==> src/rtl/rpmc_pkg.sv <==
// Constants, register map and state codes of the reader power-mode control.
// What this block does
// - Seven power states are chosen by the primary enable pin, the wake enable pin and four bits of the control register at 00h.
// - A high primary enable turns on every regulator and the crystal oscillator and offers the controller clock output.
// - Primary enable low with wake enable high keeps the auxiliary supply on and drives a 60 kHz clock to the controller.
// - Both enables low mean complete power down with nothing running and no clock output.
// - A rising wake enable edge in complete power down starts supplies and oscillator as a high primary enable would, until they settle.
// - The clock output moves from 60 kHz to the crystal-derived clock only once supplies are settled and the oscillator is stable.
// - After a wake start the controller must raise primary enable, or 100 us after the clock switch-over the device falls back to complete power down.
// - Primary enable raised during a wake start keeps the device active with no time-out.
// - Control-register mode bits act only while primary enable is high; otherwise the pins alone decide the state.
// - Bit 7 of register 00 selects standby with low-power regulators and running clock, left for full operation within 100 us.
// - Bits 7, 5 and 1 all clear run regulators and oscillator with the RF section off, left for full operation within 25 us.
// - Bit 1 set with bits 7 and 5 clear turns on only the RF receiver.
// - Bit 5 set with bit 7 clear turns on receiver and transmitter, at half power when bit 4 is 1 and full power when it is 0.
package rpmc_pkg;

    // Clock rate of ref_clk.
    localparam int unsigned CLK_HZ = 20_000_000;

    // Register offsets; the status register is read-only.
    localparam logic [7:0] ADDR_CONTROL = 8'h00;
    localparam logic [7:0] ADDR_STATUS = 8'h01;
    localparam logic [7:0] CONTROL_RESET = 8'h00;

    // Field positions in the control register.
    localparam int unsigned BIT_STANDBY = 7;
    localparam int unsigned BIT_RF_ON = 5;
    localparam int unsigned BIT_HALF_PWR = 4;
    localparam int unsigned BIT_RX_ONLY = 1;

    // Times in their own units and cycle counts derived from them.
    localparam int unsigned AUX_CLK_HZ = 60_000;
    localparam int unsigned AUX_HALF_CYC = CLK_HZ / (2 * AUX_CLK_HZ);
    localparam int unsigned CONFIRM_US = 100;
    localparam int unsigned CONFIRM_CYC = CONFIRM_US * (CLK_HZ / 1_000_000);
    localparam int unsigned LOW_POWER_HOLD_WAKE_US = 100;
    localparam int unsigned LOW_POWER_HOLD_WAKE_CYC = LOW_POWER_HOLD_WAKE_US * (CLK_HZ / 1_000_000);
    localparam int unsigned RFOFF_WAKE_US = 25;
    localparam int unsigned RFOFF_WAKE_CYC =
        RFOFF_WAKE_US * (CLK_HZ / 1_000_000);
    localparam int unsigned CNT_W = 12;

    // Sequencer states, one-hot.
    typedef enum logic [4:0] {
        RPMC_OFF = 5'h01,
        RPMC_PARTIAL = 5'h02,
        RPMC_START = 5'h04,
        RPMC_CONFIRM = 5'h08,
        RPMC_ACTIVE = 5'h10
    } rpmc_state_t;

    // Reported power state codes.
    localparam logic [2:0] PS_POWER_DOWN = 3'h0;
    localparam logic [2:0] PS_PARTIAL = 3'h1;
    localparam logic [2:0] PS_STANDBY = 3'h2;
    localparam logic [2:0] PS_RF_OFF = 3'h3;
    localparam logic [2:0] PS_RX_ONLY = 3'h4;
    localparam logic [2:0] PS_TX_HALF = 3'h5;
    localparam logic [2:0] PS_TX_FULL = 3'h6;

endpackage

==> src/rtl/rpmc_top.sv <==
// Reader power-mode sequencer with its control and status registers.
//
// Our own choice: the address-and-strobe port.
`timescale 1ns/1ps
module rpmc_top #(
    parameter int unsigned CONFIRM_CYCLES = rpmc_pkg::CONFIRM_CYC,
    parameter int unsigned LOW_POWER_HOLD_CYCLES = rpmc_pkg::LOW_POWER_HOLD_WAKE_CYC,
    parameter int unsigned RFOFF_CYCLES = rpmc_pkg::RFOFF_WAKE_CYC,
    parameter int unsigned AUX_HALF = rpmc_pkg::AUX_HALF_CYC,
    parameter int unsigned XTAL_HALF = 1
) (
    // Clock, reset and clock enable.
    input wire logic ref_clk,
    input wire logic srst,
    input wire logic clk_en,
    // Enable pins from the controller.
    input wire logic reader_enable,
    input wire logic wake_aux_enable,
    // Analog readiness indications.
    input wire logic supply_settled,
    input wire logic osc_stable,
    // Register port.
    input wire logic [7:0] reg_addr,
    input wire logic [7:0] reg_wdata,
    input wire logic reg_wr,
    input wire logic reg_rd,
    output logic [7:0] reg_rdata,
    // Power controls toward the analog front end.
    output logic regulators_on,
    output logic regulators_low_power,
    output logic aux_supply_on,
    output logic osc_on,
    output logic rx_enable,
    output logic tx_enable,
    output logic tx_half_power,
    output logic mcu_clock_output,
    output logic [2:0] power_state
);

    logic en_meta;
    logic en_sync;
    logic wake_meta;
    logic wake_sync;
    logic wake_prev;
    logic [7:0] power_and_chip_control;
    rpmc_pkg::rpmc_state_t state;
    rpmc_pkg::rpmc_state_t next_state;
    logic [rpmc_pkg::CNT_W-1:0] confirm_cnt;
    logic [rpmc_pkg::CNT_W-1:0] recover_cnt;
    logic [7:0] clk_cnt;
    logic ready;
    logic recovering;
    logic [2:0] next_mode;
    logic [2:0] prev_mode;
    logic next_rx;
    logic next_tx;
    logic next_half;

    // Two-stage synchronisers on both enable pins.
    always_ff @(posedge ref_clk) begin
        if (srst) begin
            en_meta <= 1'b0;
            en_sync <= 1'b0;
            wake_meta <= 1'b0;
            wake_sync <= 1'b0;
            wake_prev <= 1'b0;
        end else if (clk_en) begin
            en_meta <= reader_enable;
            en_sync <= en_meta;
            wake_meta <= wake_aux_enable;
            wake_sync <= wake_meta;
            wake_prev <= wake_sync;
        end
    end

    // Both analog indications must hold before the crystal clock is used.
    assign ready = supply_settled && osc_stable;

    // Control register written over the register port.
    always_ff @(posedge ref_clk) begin
        if (srst) begin
            power_and_chip_control <= rpmc_pkg::CONTROL_RESET;
        end else if (clk_en) begin
            if (reg_wr && reg_addr == rpmc_pkg::ADDR_CONTROL) begin
                power_and_chip_control <= reg_wdata;
            end
        end
    end

    // Read data appear the cycle after the read strobe.
    always_ff @(posedge ref_clk) begin
        if (srst) begin
            reg_rdata <= 8'h00;
        end else if (clk_en) begin
            if (reg_rd && reg_addr == rpmc_pkg::ADDR_CONTROL) begin
                reg_rdata <= power_and_chip_control;
            end else if (reg_rd && reg_addr == rpmc_pkg::ADDR_STATUS) begin
                reg_rdata <= {osc_stable, supply_settled, recovering,
                    state == rpmc_pkg::RPMC_CONFIRM, 1'b0, power_state};
            end else begin
                reg_rdata <= 8'h00;
            end
        end
    end

    // Next sequencer state from the pins and readiness.
    always_comb begin
        next_state = state;
        unique case (state)
            rpmc_pkg::RPMC_OFF: begin
                if (en_sync) begin
                    next_state = rpmc_pkg::RPMC_START;
                end else if (wake_sync && !wake_prev) begin
                    next_state = rpmc_pkg::RPMC_START;
                end else if (wake_sync) begin
                    next_state = rpmc_pkg::RPMC_PARTIAL;
                end
            end
            rpmc_pkg::RPMC_PARTIAL: begin
                if (en_sync) begin
                    next_state = rpmc_pkg::RPMC_START;
                end else if (!wake_sync) begin
                    next_state = rpmc_pkg::RPMC_OFF;
                end
            end
            rpmc_pkg::RPMC_START: begin
                if (ready) begin
                    next_state = en_sync ? rpmc_pkg::RPMC_ACTIVE
                        : rpmc_pkg::RPMC_CONFIRM;
                end
            end
            rpmc_pkg::RPMC_CONFIRM: begin
                if (en_sync) begin
                    next_state = rpmc_pkg::RPMC_ACTIVE;
                end else if (confirm_cnt ==
                    rpmc_pkg::CNT_W'(CONFIRM_CYCLES - 1)) begin
                    next_state = rpmc_pkg::RPMC_OFF;
                end
            end
            rpmc_pkg::RPMC_ACTIVE: begin
                if (!en_sync) begin
                    next_state = wake_sync ? rpmc_pkg::RPMC_PARTIAL
                        : rpmc_pkg::RPMC_OFF;
                end
            end
            default: begin
                next_state = rpmc_pkg::RPMC_OFF;
            end
        endcase
    end

    // State register.
    always_ff @(posedge ref_clk) begin
        if (srst) begin
            state <= rpmc_pkg::RPMC_OFF;
        end else if (clk_en) begin
            state <= next_state;
        end
    end

    // Confirmation time-out counted in ref_clk cycles.
    always_ff @(posedge ref_clk) begin
        if (srst) begin
            confirm_cnt <= '0;
        end else if (clk_en) begin
            if (state == rpmc_pkg::RPMC_CONFIRM) begin
                confirm_cnt <= confirm_cnt + 1'b1;
            end else begin
                confirm_cnt <= '0;
            end
        end
    end

    // Mode decode of the control bits, used only while fully active.
    always_comb begin
        next_mode = rpmc_pkg::PS_POWER_DOWN;
        next_rx = 1'b0;
        next_tx = 1'b0;
        next_half = 1'b0;
        if (state == rpmc_pkg::RPMC_ACTIVE && en_sync) begin
            if (power_and_chip_control[rpmc_pkg::BIT_STANDBY]) begin
                next_mode = rpmc_pkg::PS_STANDBY;
            end else if (power_and_chip_control[rpmc_pkg::BIT_RF_ON]) begin
                next_rx = 1'b1;
                next_tx = 1'b1;
                next_half =
                    power_and_chip_control[rpmc_pkg::BIT_HALF_PWR];
                next_mode = next_half ? rpmc_pkg::PS_TX_HALF
                    : rpmc_pkg::PS_TX_FULL;
            end else if (power_and_chip_control[rpmc_pkg::BIT_RX_ONLY]) begin
                next_rx = 1'b1;
                next_mode = rpmc_pkg::PS_RX_ONLY;
            end else begin
                next_mode = rpmc_pkg::PS_RF_OFF;
            end
        end else if (state == rpmc_pkg::RPMC_PARTIAL) begin
            next_mode = rpmc_pkg::PS_PARTIAL;
        end
    end

    // Recovery from standby or RF-off holds the RF section briefly off.
    always_ff @(posedge ref_clk) begin
        if (srst) begin
            recover_cnt <= '0;
            recovering <= 1'b0;
            prev_mode <= rpmc_pkg::PS_POWER_DOWN;
        end else if (clk_en) begin
            prev_mode <= next_mode;
            if (next_rx && prev_mode == rpmc_pkg::PS_STANDBY) begin
                recover_cnt <= rpmc_pkg::CNT_W'(LOW_POWER_HOLD_CYCLES - 1);
                recovering <= 1'b1;
            end else if (next_rx && prev_mode == rpmc_pkg::PS_RF_OFF) begin
                recover_cnt <= rpmc_pkg::CNT_W'(RFOFF_CYCLES - 1);
                recovering <= 1'b1;
            end else if (!next_rx) begin
                recover_cnt <= '0;
                recovering <= 1'b0;
            end else if (recover_cnt != '0) begin
                recover_cnt <= recover_cnt - 1'b1;
            end else begin
                recovering <= 1'b0;
            end
        end
    end

    // Analog controls follow the state and the decoded mode.
    always_ff @(posedge ref_clk) begin
        if (srst) begin
            regulators_on <= 1'b0;
            regulators_low_power <= 1'b0;
            aux_supply_on <= 1'b0;
            osc_on <= 1'b0;
            rx_enable <= 1'b0;
            tx_enable <= 1'b0;
            tx_half_power <= 1'b0;
            power_state <= rpmc_pkg::PS_POWER_DOWN;
        end else if (clk_en) begin
            regulators_on <= state != rpmc_pkg::RPMC_OFF
                && state != rpmc_pkg::RPMC_PARTIAL;
            osc_on <= state != rpmc_pkg::RPMC_OFF
                && state != rpmc_pkg::RPMC_PARTIAL;
            aux_supply_on <= state != rpmc_pkg::RPMC_OFF;
            regulators_low_power <=
                next_mode == rpmc_pkg::PS_STANDBY;
            // The recovery flag lands one edge late, so the entry cycle is
            // masked from the previous mode to avoid a one-cycle RF pulse.
            rx_enable <= next_rx && !recovering
                && prev_mode != rpmc_pkg::PS_STANDBY
                && prev_mode != rpmc_pkg::PS_RF_OFF;
            tx_enable <= next_tx && !recovering
                && prev_mode != rpmc_pkg::PS_STANDBY
                && prev_mode != rpmc_pkg::PS_RF_OFF;
            tx_half_power <= next_half;
            power_state <= next_mode;
        end
    end

    // Controller clock: off, 60 kHz auxiliary, or crystal-derived.
    always_ff @(posedge ref_clk) begin
        if (srst) begin
            clk_cnt <= 8'h00;
            mcu_clock_output <= 1'b0;
        end else if (clk_en) begin
            if (state == rpmc_pkg::RPMC_OFF) begin
                clk_cnt <= 8'h00;
                mcu_clock_output <= 1'b0;
            end else if (state == rpmc_pkg::RPMC_ACTIVE
                || state == rpmc_pkg::RPMC_CONFIRM) begin
                if (clk_cnt >= 8'(XTAL_HALF - 1)) begin
                    clk_cnt <= 8'h00;
                    mcu_clock_output <= !mcu_clock_output;
                end else begin
                    clk_cnt <= clk_cnt + 1'b1;
                end
            end else begin
                if (clk_cnt >= 8'(AUX_HALF - 1)) begin
                    clk_cnt <= 8'h00;
                    mcu_clock_output <= !mcu_clock_output;
                end else begin
                    clk_cnt <= clk_cnt + 1'b1;
                end
            end
        end
    end

endmodule

==> config.mk <==
export PLATFORM = sky130hd
export DESIGN_NAME = rpmc_top
export DESIGN_NICKNAME = d
export VERILOG_FILES = /design/src/rtl/rpmc_pkg.sv /design/src/rtl/rpmc_top.sv
export SDC_FILE = /design/constraint.sdc
export NUM_CORES = 1
export LEC_CHECK = 0
export ABC_AREA = 1
export BUFFER_PORTS_ARGS = -buffer_cell sky130_fd_sc_hd__buf_2
export CORE_MARGIN = 4
export CORE_UTILIZATION = 40
export DETAILED_ROUTE_END_ITERATION = 8
export GPL_ROUTABILITY_DRIVEN = 0
export REMOVE_ABC_BUFFERS = 1
export SLEW_MARGIN = 20
export SYNTH_ARGS = -nofsm -noshare
export SYNTH_HDL_FRONTEND = slang
export SYNTH_SLANG_ARGS = --single-unit
==> constraint.sdc <==
create_clock -name ref_clk -period 2.8 [get_ports ref_clk]
set_input_delay 0.14 -clock ref_clk [delete_from_list [all_inputs] [get_ports ref_clk]]
set_output_delay 0.14 -clock ref_clk [all_outputs]
set_load 0.005 [all_outputs]
* Word level (Yosys, flattened, before mapping) *
Cells that the tools add are included.

cells by class
  $add $sub $neg = 3
  reductions and logical operators = 27
  equal/unequal tests = 22
  mux-type cells = 47
  $lt $le $gt $ge = 2

operators by type and width
  cell                                                               count
  two-way mux 12 bit                                                 5
  two-way mux 5 bit                                                  10
  two-way mux 8 bit                                                  6
  case mux 5 bit (5 select lines)                                    1
  two-way mux 1 bit                                                  19
  logical AND 1 bit                                                  15
  adder 12 x 1 -> 12 bit, second input constant                      1
  == test 12 x 11 -> 1 bit, second input constant                    1
  two-way mux 3 bit                                                  4
  nonzero test 12 bit                                                1
  subtractor 12 x 1 -> 12 bit, second input constant                 1
  == test 3 x 2 -> 1 bit, second input constant                      3
  != test 3 x 2 -> 1 bit, second input constant                      3
  adder 8 x 1 -> 8 bit, second input constant                        1
  == test 8 x 1 -> 1 bit, second input constant                      1
  greater-or-equal comparator 8 x 1 -> 1 bit, second input constant  1
  greater-or-equal comparator 8 bit, second input constant           1
  logical NOT 8 bit                                                  1
  != test 4 bit, second input constant                               2
  != test 3 bit, second input constant                               2
  AND reduction 2 bit                                                3
  AND reduction 6 bit                                                1
  == test 5 x 1 -> 1 bit, second input constant                      1
  == test 5 x 2 -> 1 bit, second input constant                      1
  12 further kinds                                                   16

storage, ports and cells
  register bits = 69
  input port bits = 25
  output and inout port bits = 19

* Depth between registers and ports, before layout *
  depth in word-level cells = 7
  depth in mapped cells = 12
  gate-level depth less buffers = 11

* Least setup slack after synthesis *
No wires, ideal clock.

  path type = register to register
  from = reg recover_cnt[0] (netlist name)
  to = reg recover_cnt[8] (netlist name)
  setup slack = 1.292 ns
  required time = 2.687 ns
  arrival = 1.395 ns
  stages on the path, launching flop included = 13
  buffers on the path = 1
  path through = dfxtp_1 -> inv_1 -> ha_1 -> inv_1 -> nor2_1 -> nand2_1 -> nor2_1 -> nand3_4 -> nand2_4 -> buf_6 -> nand2_1 -> nand2_1 -> nor2_1

on the way
  word-level cells in the longest chain between the ends = 5
  elaborated cells on any way between the ends = 8

RTL lines
  what                         line             RTL
  start, declared              rpmc_top.sv:49   logic [rpmc_pkg::CNT_W-1:0] recover_cnt;
  start signal, assigned       rpmc_top.sv:210  recover_cnt <= rpmc_pkg::CNT_W'(LOW_POWER_HOLD_CYCLES - 1);
  start signal, assigned       rpmc_top.sv:213  recover_cnt <= rpmc_pkg::CNT_W'(RFOFF_CYCLES - 1);
  start signal, assigned       rpmc_top.sv:219  recover_cnt <= recover_cnt - 1'b1;
  subtractor 12 x 1 -> 12 bit  rpmc_top.sv:219
  two-way mux 12 bit           rpmc_top.sv:218  end else if (recover_cnt != '0) begin
  two-way mux 12 bit           rpmc_top.sv:215  end else if (!next_rx) begin
  two-way mux 12 bit           rpmc_top.sv:212  end else if (next_rx && prev_mode == rpmc_pkg::PS_RF_OFF) begin
  two-way mux 12 bit           rpmc_top.sv:209  if (next_rx && prev_mode == rpmc_pkg::PS_STANDBY) begin

Several ways; a longest one is shown, not always the timed one. The select of a mux whose other input is x is not followed.
A chain may end at the register's enable or synchronous reset.

* Worst setup path after layout *
  from = reg recover_cnt[0] (netlist name)
  to = reg recover_cnt[10] (netlist name)

The elaborated chain is that of the path after synthesis.

==> summary.md <==
| Metric | Value |
|---|---|
| Syn Inst Count | 567 |
| Setup repair after global routing missed its margin | false |
| Hold Crit Class | primary input to flop |
| Share of layout cells above drive strength 1 | 0.137 |
| Switching part of the total | 0.323 |
| Nets | 640 |
| Post_cts resized | 0 |
| Distinct cells, synth | 35 |
| Psw | roughly 0.00073 W |
| Reg power frac | 0.481 |
| Die height | approximately 100 um |
| DRT Pass-1 Iters | 5 |
| Row cnt | 34 |
| # port buffers | 43 |
| CP Launch Point | recover_cnt[0] |
| Iteration-0 DRC count of the detailed router | between 200 and 250 |
| Final Util | 0.472 |
| Setup bufs post-CTS | 0 |
| CTS tree | yes |
| Pin slew with the least headroom to its limit | between 600 and 700 ps |
| TNS Setup | 0 ps |
| Worst endpoint required time | about 3000 ps |
| Min Tclk post-route | 1700 ps |
| GR Overflow Total | 0 |
| Fin area | 4200 sq um |
| Total Routed Length | 9430 um |
| P per Cell Area | 541 nW/um^2 |
| Lkg Pwr | 1.95 nW |
| DRC viols | 0 |
| Maximum vdd drop | 0.255 mV |
| Number of I/O pins | 44 |
| Clock sink count | 69 |
| DR WL/cell | between 10 and 15 um |
| # H-tree levels | 3 |
| Commonest non-fill, non-tap cell in the layout | nor2_1 |
| Status | completed |
| Die Wd | 104 um |
| Initial antenna violation count | 1 |
| Routed Antenna Nets | 0 |
| Starting Density | 0.418 |
| Yosys reg bits | 69 |
| Deepest clock path buffer count | 2 |
| Clk_lat worst skew | 340 ps |
| CTS root buffer | clkbuf_8 |
| Worst-path clk slew | 80 ps |
| First-pass GRT wire length | 16,200 um |
| Vias in the first global route | roughly 3,400 |
| Cell internal pwr | 0.00154 W |
| CP endpoint kind | flop |
| Hold_ws | 39.4 ps |
| Crit path max fanout | 15 |
| Commonest non-fill, non-tap cells in the layout | 111 x nor2_1, 109 x nand2_1, 69 x inv_1, 69 x dfxtp_1, 61 x nand3_1 |
| Total GRT Usage | 0.180 |
| Post-DP HPWL | 6970 um |
| Crit Reg-Reg Startpoint | recover_cnt[0] |
| Clk network pwr share | 0.327 |
| Setup-failing EPs final | 0 |
| Via count | 3,626 |
| Layout area overhead | 12.9% |
| Crit Path Class | flop to flop |
| TritonCTS Buffers | 9 |
| Hold path start | reader_enable |
| Seq/Total Area, Yosys | 0.372 |
| Avg Cell Area, Syn | between 6 and 7 sq um |
| N_diodes | 0 |
| Core area | 8890 sq um |
| Maxcap violations | 0 |
| Pin count of the biggest net entering global routing | 28 |
| Post-Syn Area | roughly 3700 sq um |
| Final max-slew violation count | 0 |
| Worst EP arrival | 1920 ps |
| Final hold violations | 0 |
| Hold Buf Count CTS | 0 |
| YS warnings | 0 |
| Period utilisation layout | 0.606 |
| Startpoint types | flop |
| Slew headroom | 0.591 |
| Worst-case clock skew | 14.5 ps |
| Vias/cell | 5.02 |
| Area after DPL | between 4000 and 5000 sq um |
| Combinational Power Share | 0.192 |
| Max Clk Rate | 590 MHz |
| Die Footprint | 10,900 sq um |
-- power by group through the flow --
stage / sequential, W / combinational, W / clock [W]
floorplan: 0.00111 / 0.000305 / 0
global placement: 0.00111 / 0.000432 / 0
detailed placement: 0.00111 / 0.000436 / 0
CTS: 0.00109 / 0.000438 / 0.000761
global route: 0.00110 / 0.000506 / 0.000808
finish: 0.00109 / 0.000436 / 0.000741
-- state kept, by name, indices dropped and copies added, names as in the netlist --
name,count
osc_on,1
power_and_chip_control,8
wake_sync,1
state,5
aux_supply_on,1
rx_enable,1
tx_enable,1
en_sync,1
clk_cnt,8
recover_cnt,12
recovering,1
confirm_cnt,12
regulators_low_power,1
reg_rdata,8
power_state,3
mcu_clock_output,1
en_meta,1
wake_prev,1
wake_meta,1
tx_half_power,1
-- path summary, 6_finish.rpt --
check | to | slack (ps) | cells after the start
worst max-delay path | recover_cnt[10] | 1100 | 11
worst min-delay path | en_meta | 40 | 3
worst max register to register | recover_cnt[10] | 1100 | 11
worst min register to register | power_and_chip_control[3] | 450 | 2
-- final cells by class --
class / instances / area (sq um)
Timing Repair Buffer: 47 / 245
Fill cell: 938 / 4690
Tap cell: 108 / 135
Sequential cell: 69 / 1380
Clock buffer: 10 / 138
Clock inverter: 6 / 38.8
Inverter: 73 / 274
Multi-Input combinational cell: 409 / 1980
-- layer usage --
| metal | vias up | global-route usage | part of all wire |
|---|---|---|---|
| li1 | 1900 | - | - |
| met1 | 1598 | 0.255 | 0.50 |
| met2 | 114 | 0.274 | 0.42 |
| met3 | 12 | 0.0379 | 0.064 |
| met4 | 2 | 0.0560 | 0.013 |
| met5 | - | 0 | 0.0011 |
-- synth_stat cells, drive strengths merged --
master / count / area [sq um]
clkbuf: 12 / 45.0
clkinv: 1 / 3.75
nand2: 110 / 420
nand3b: 1 / 7.51
dfxtp: 69 / 1380
inv: 72 / 270
o21a: 1 / 7.51
or2: 2 / 12.5
a21boi: 1 / 7.51
nor2: 118 / 484
and3: 1 / 6.26
nand3: 65 / 353
a21oi: 38 / 198
xnor2: 1 / 8.76
nor3: 9 / 56.3
buf: 4 / 31.3
o21ai: 33 / 165
xor2: 8 / 70.1
o211ai: 2 / 15.0
ha: 6 / 75.1
nand4: 12 / 90.1
o21bai: 1 / 7.51
-- cells by family (layout without fill, tap and decap cells) --
logic type | Yosys count | in the layout | synth area share
flops | 69 | 69 | 0.372
xor+xnor | 9 | 9 | 0.0212
buf+inv | 89 | 136 | 0.0943
compound gates | 76 | 76 | 0.108
fa+ha+maj | 6 | 6 | 0.0202
simple gates | 318 | 318 | 0.385
-- stage by stage --
stage	std cells	setup slack (ps)	total power, W
after CTS	722	1120	0.00229
after global routing	722	884	0.00241
final	722	1100	0.00227
after global placement	706	1110	0.00154
after detailed placement	706	1070	0.00155
after floorplan	551	1340	0.00141
-- critical path: stages (launching register included) --
cell and delay (ps):
dfxtp_1 310, inv_1 190, ha_1 180, inv_1 40, nor2_1 130, nand2_1 70, nor2_1 180, nand3_4 140
nand2_4 180, nand2_1 70, nand2_1 60, nor2_1 40
Note: power is estimated with default switching activity, not from simulation.
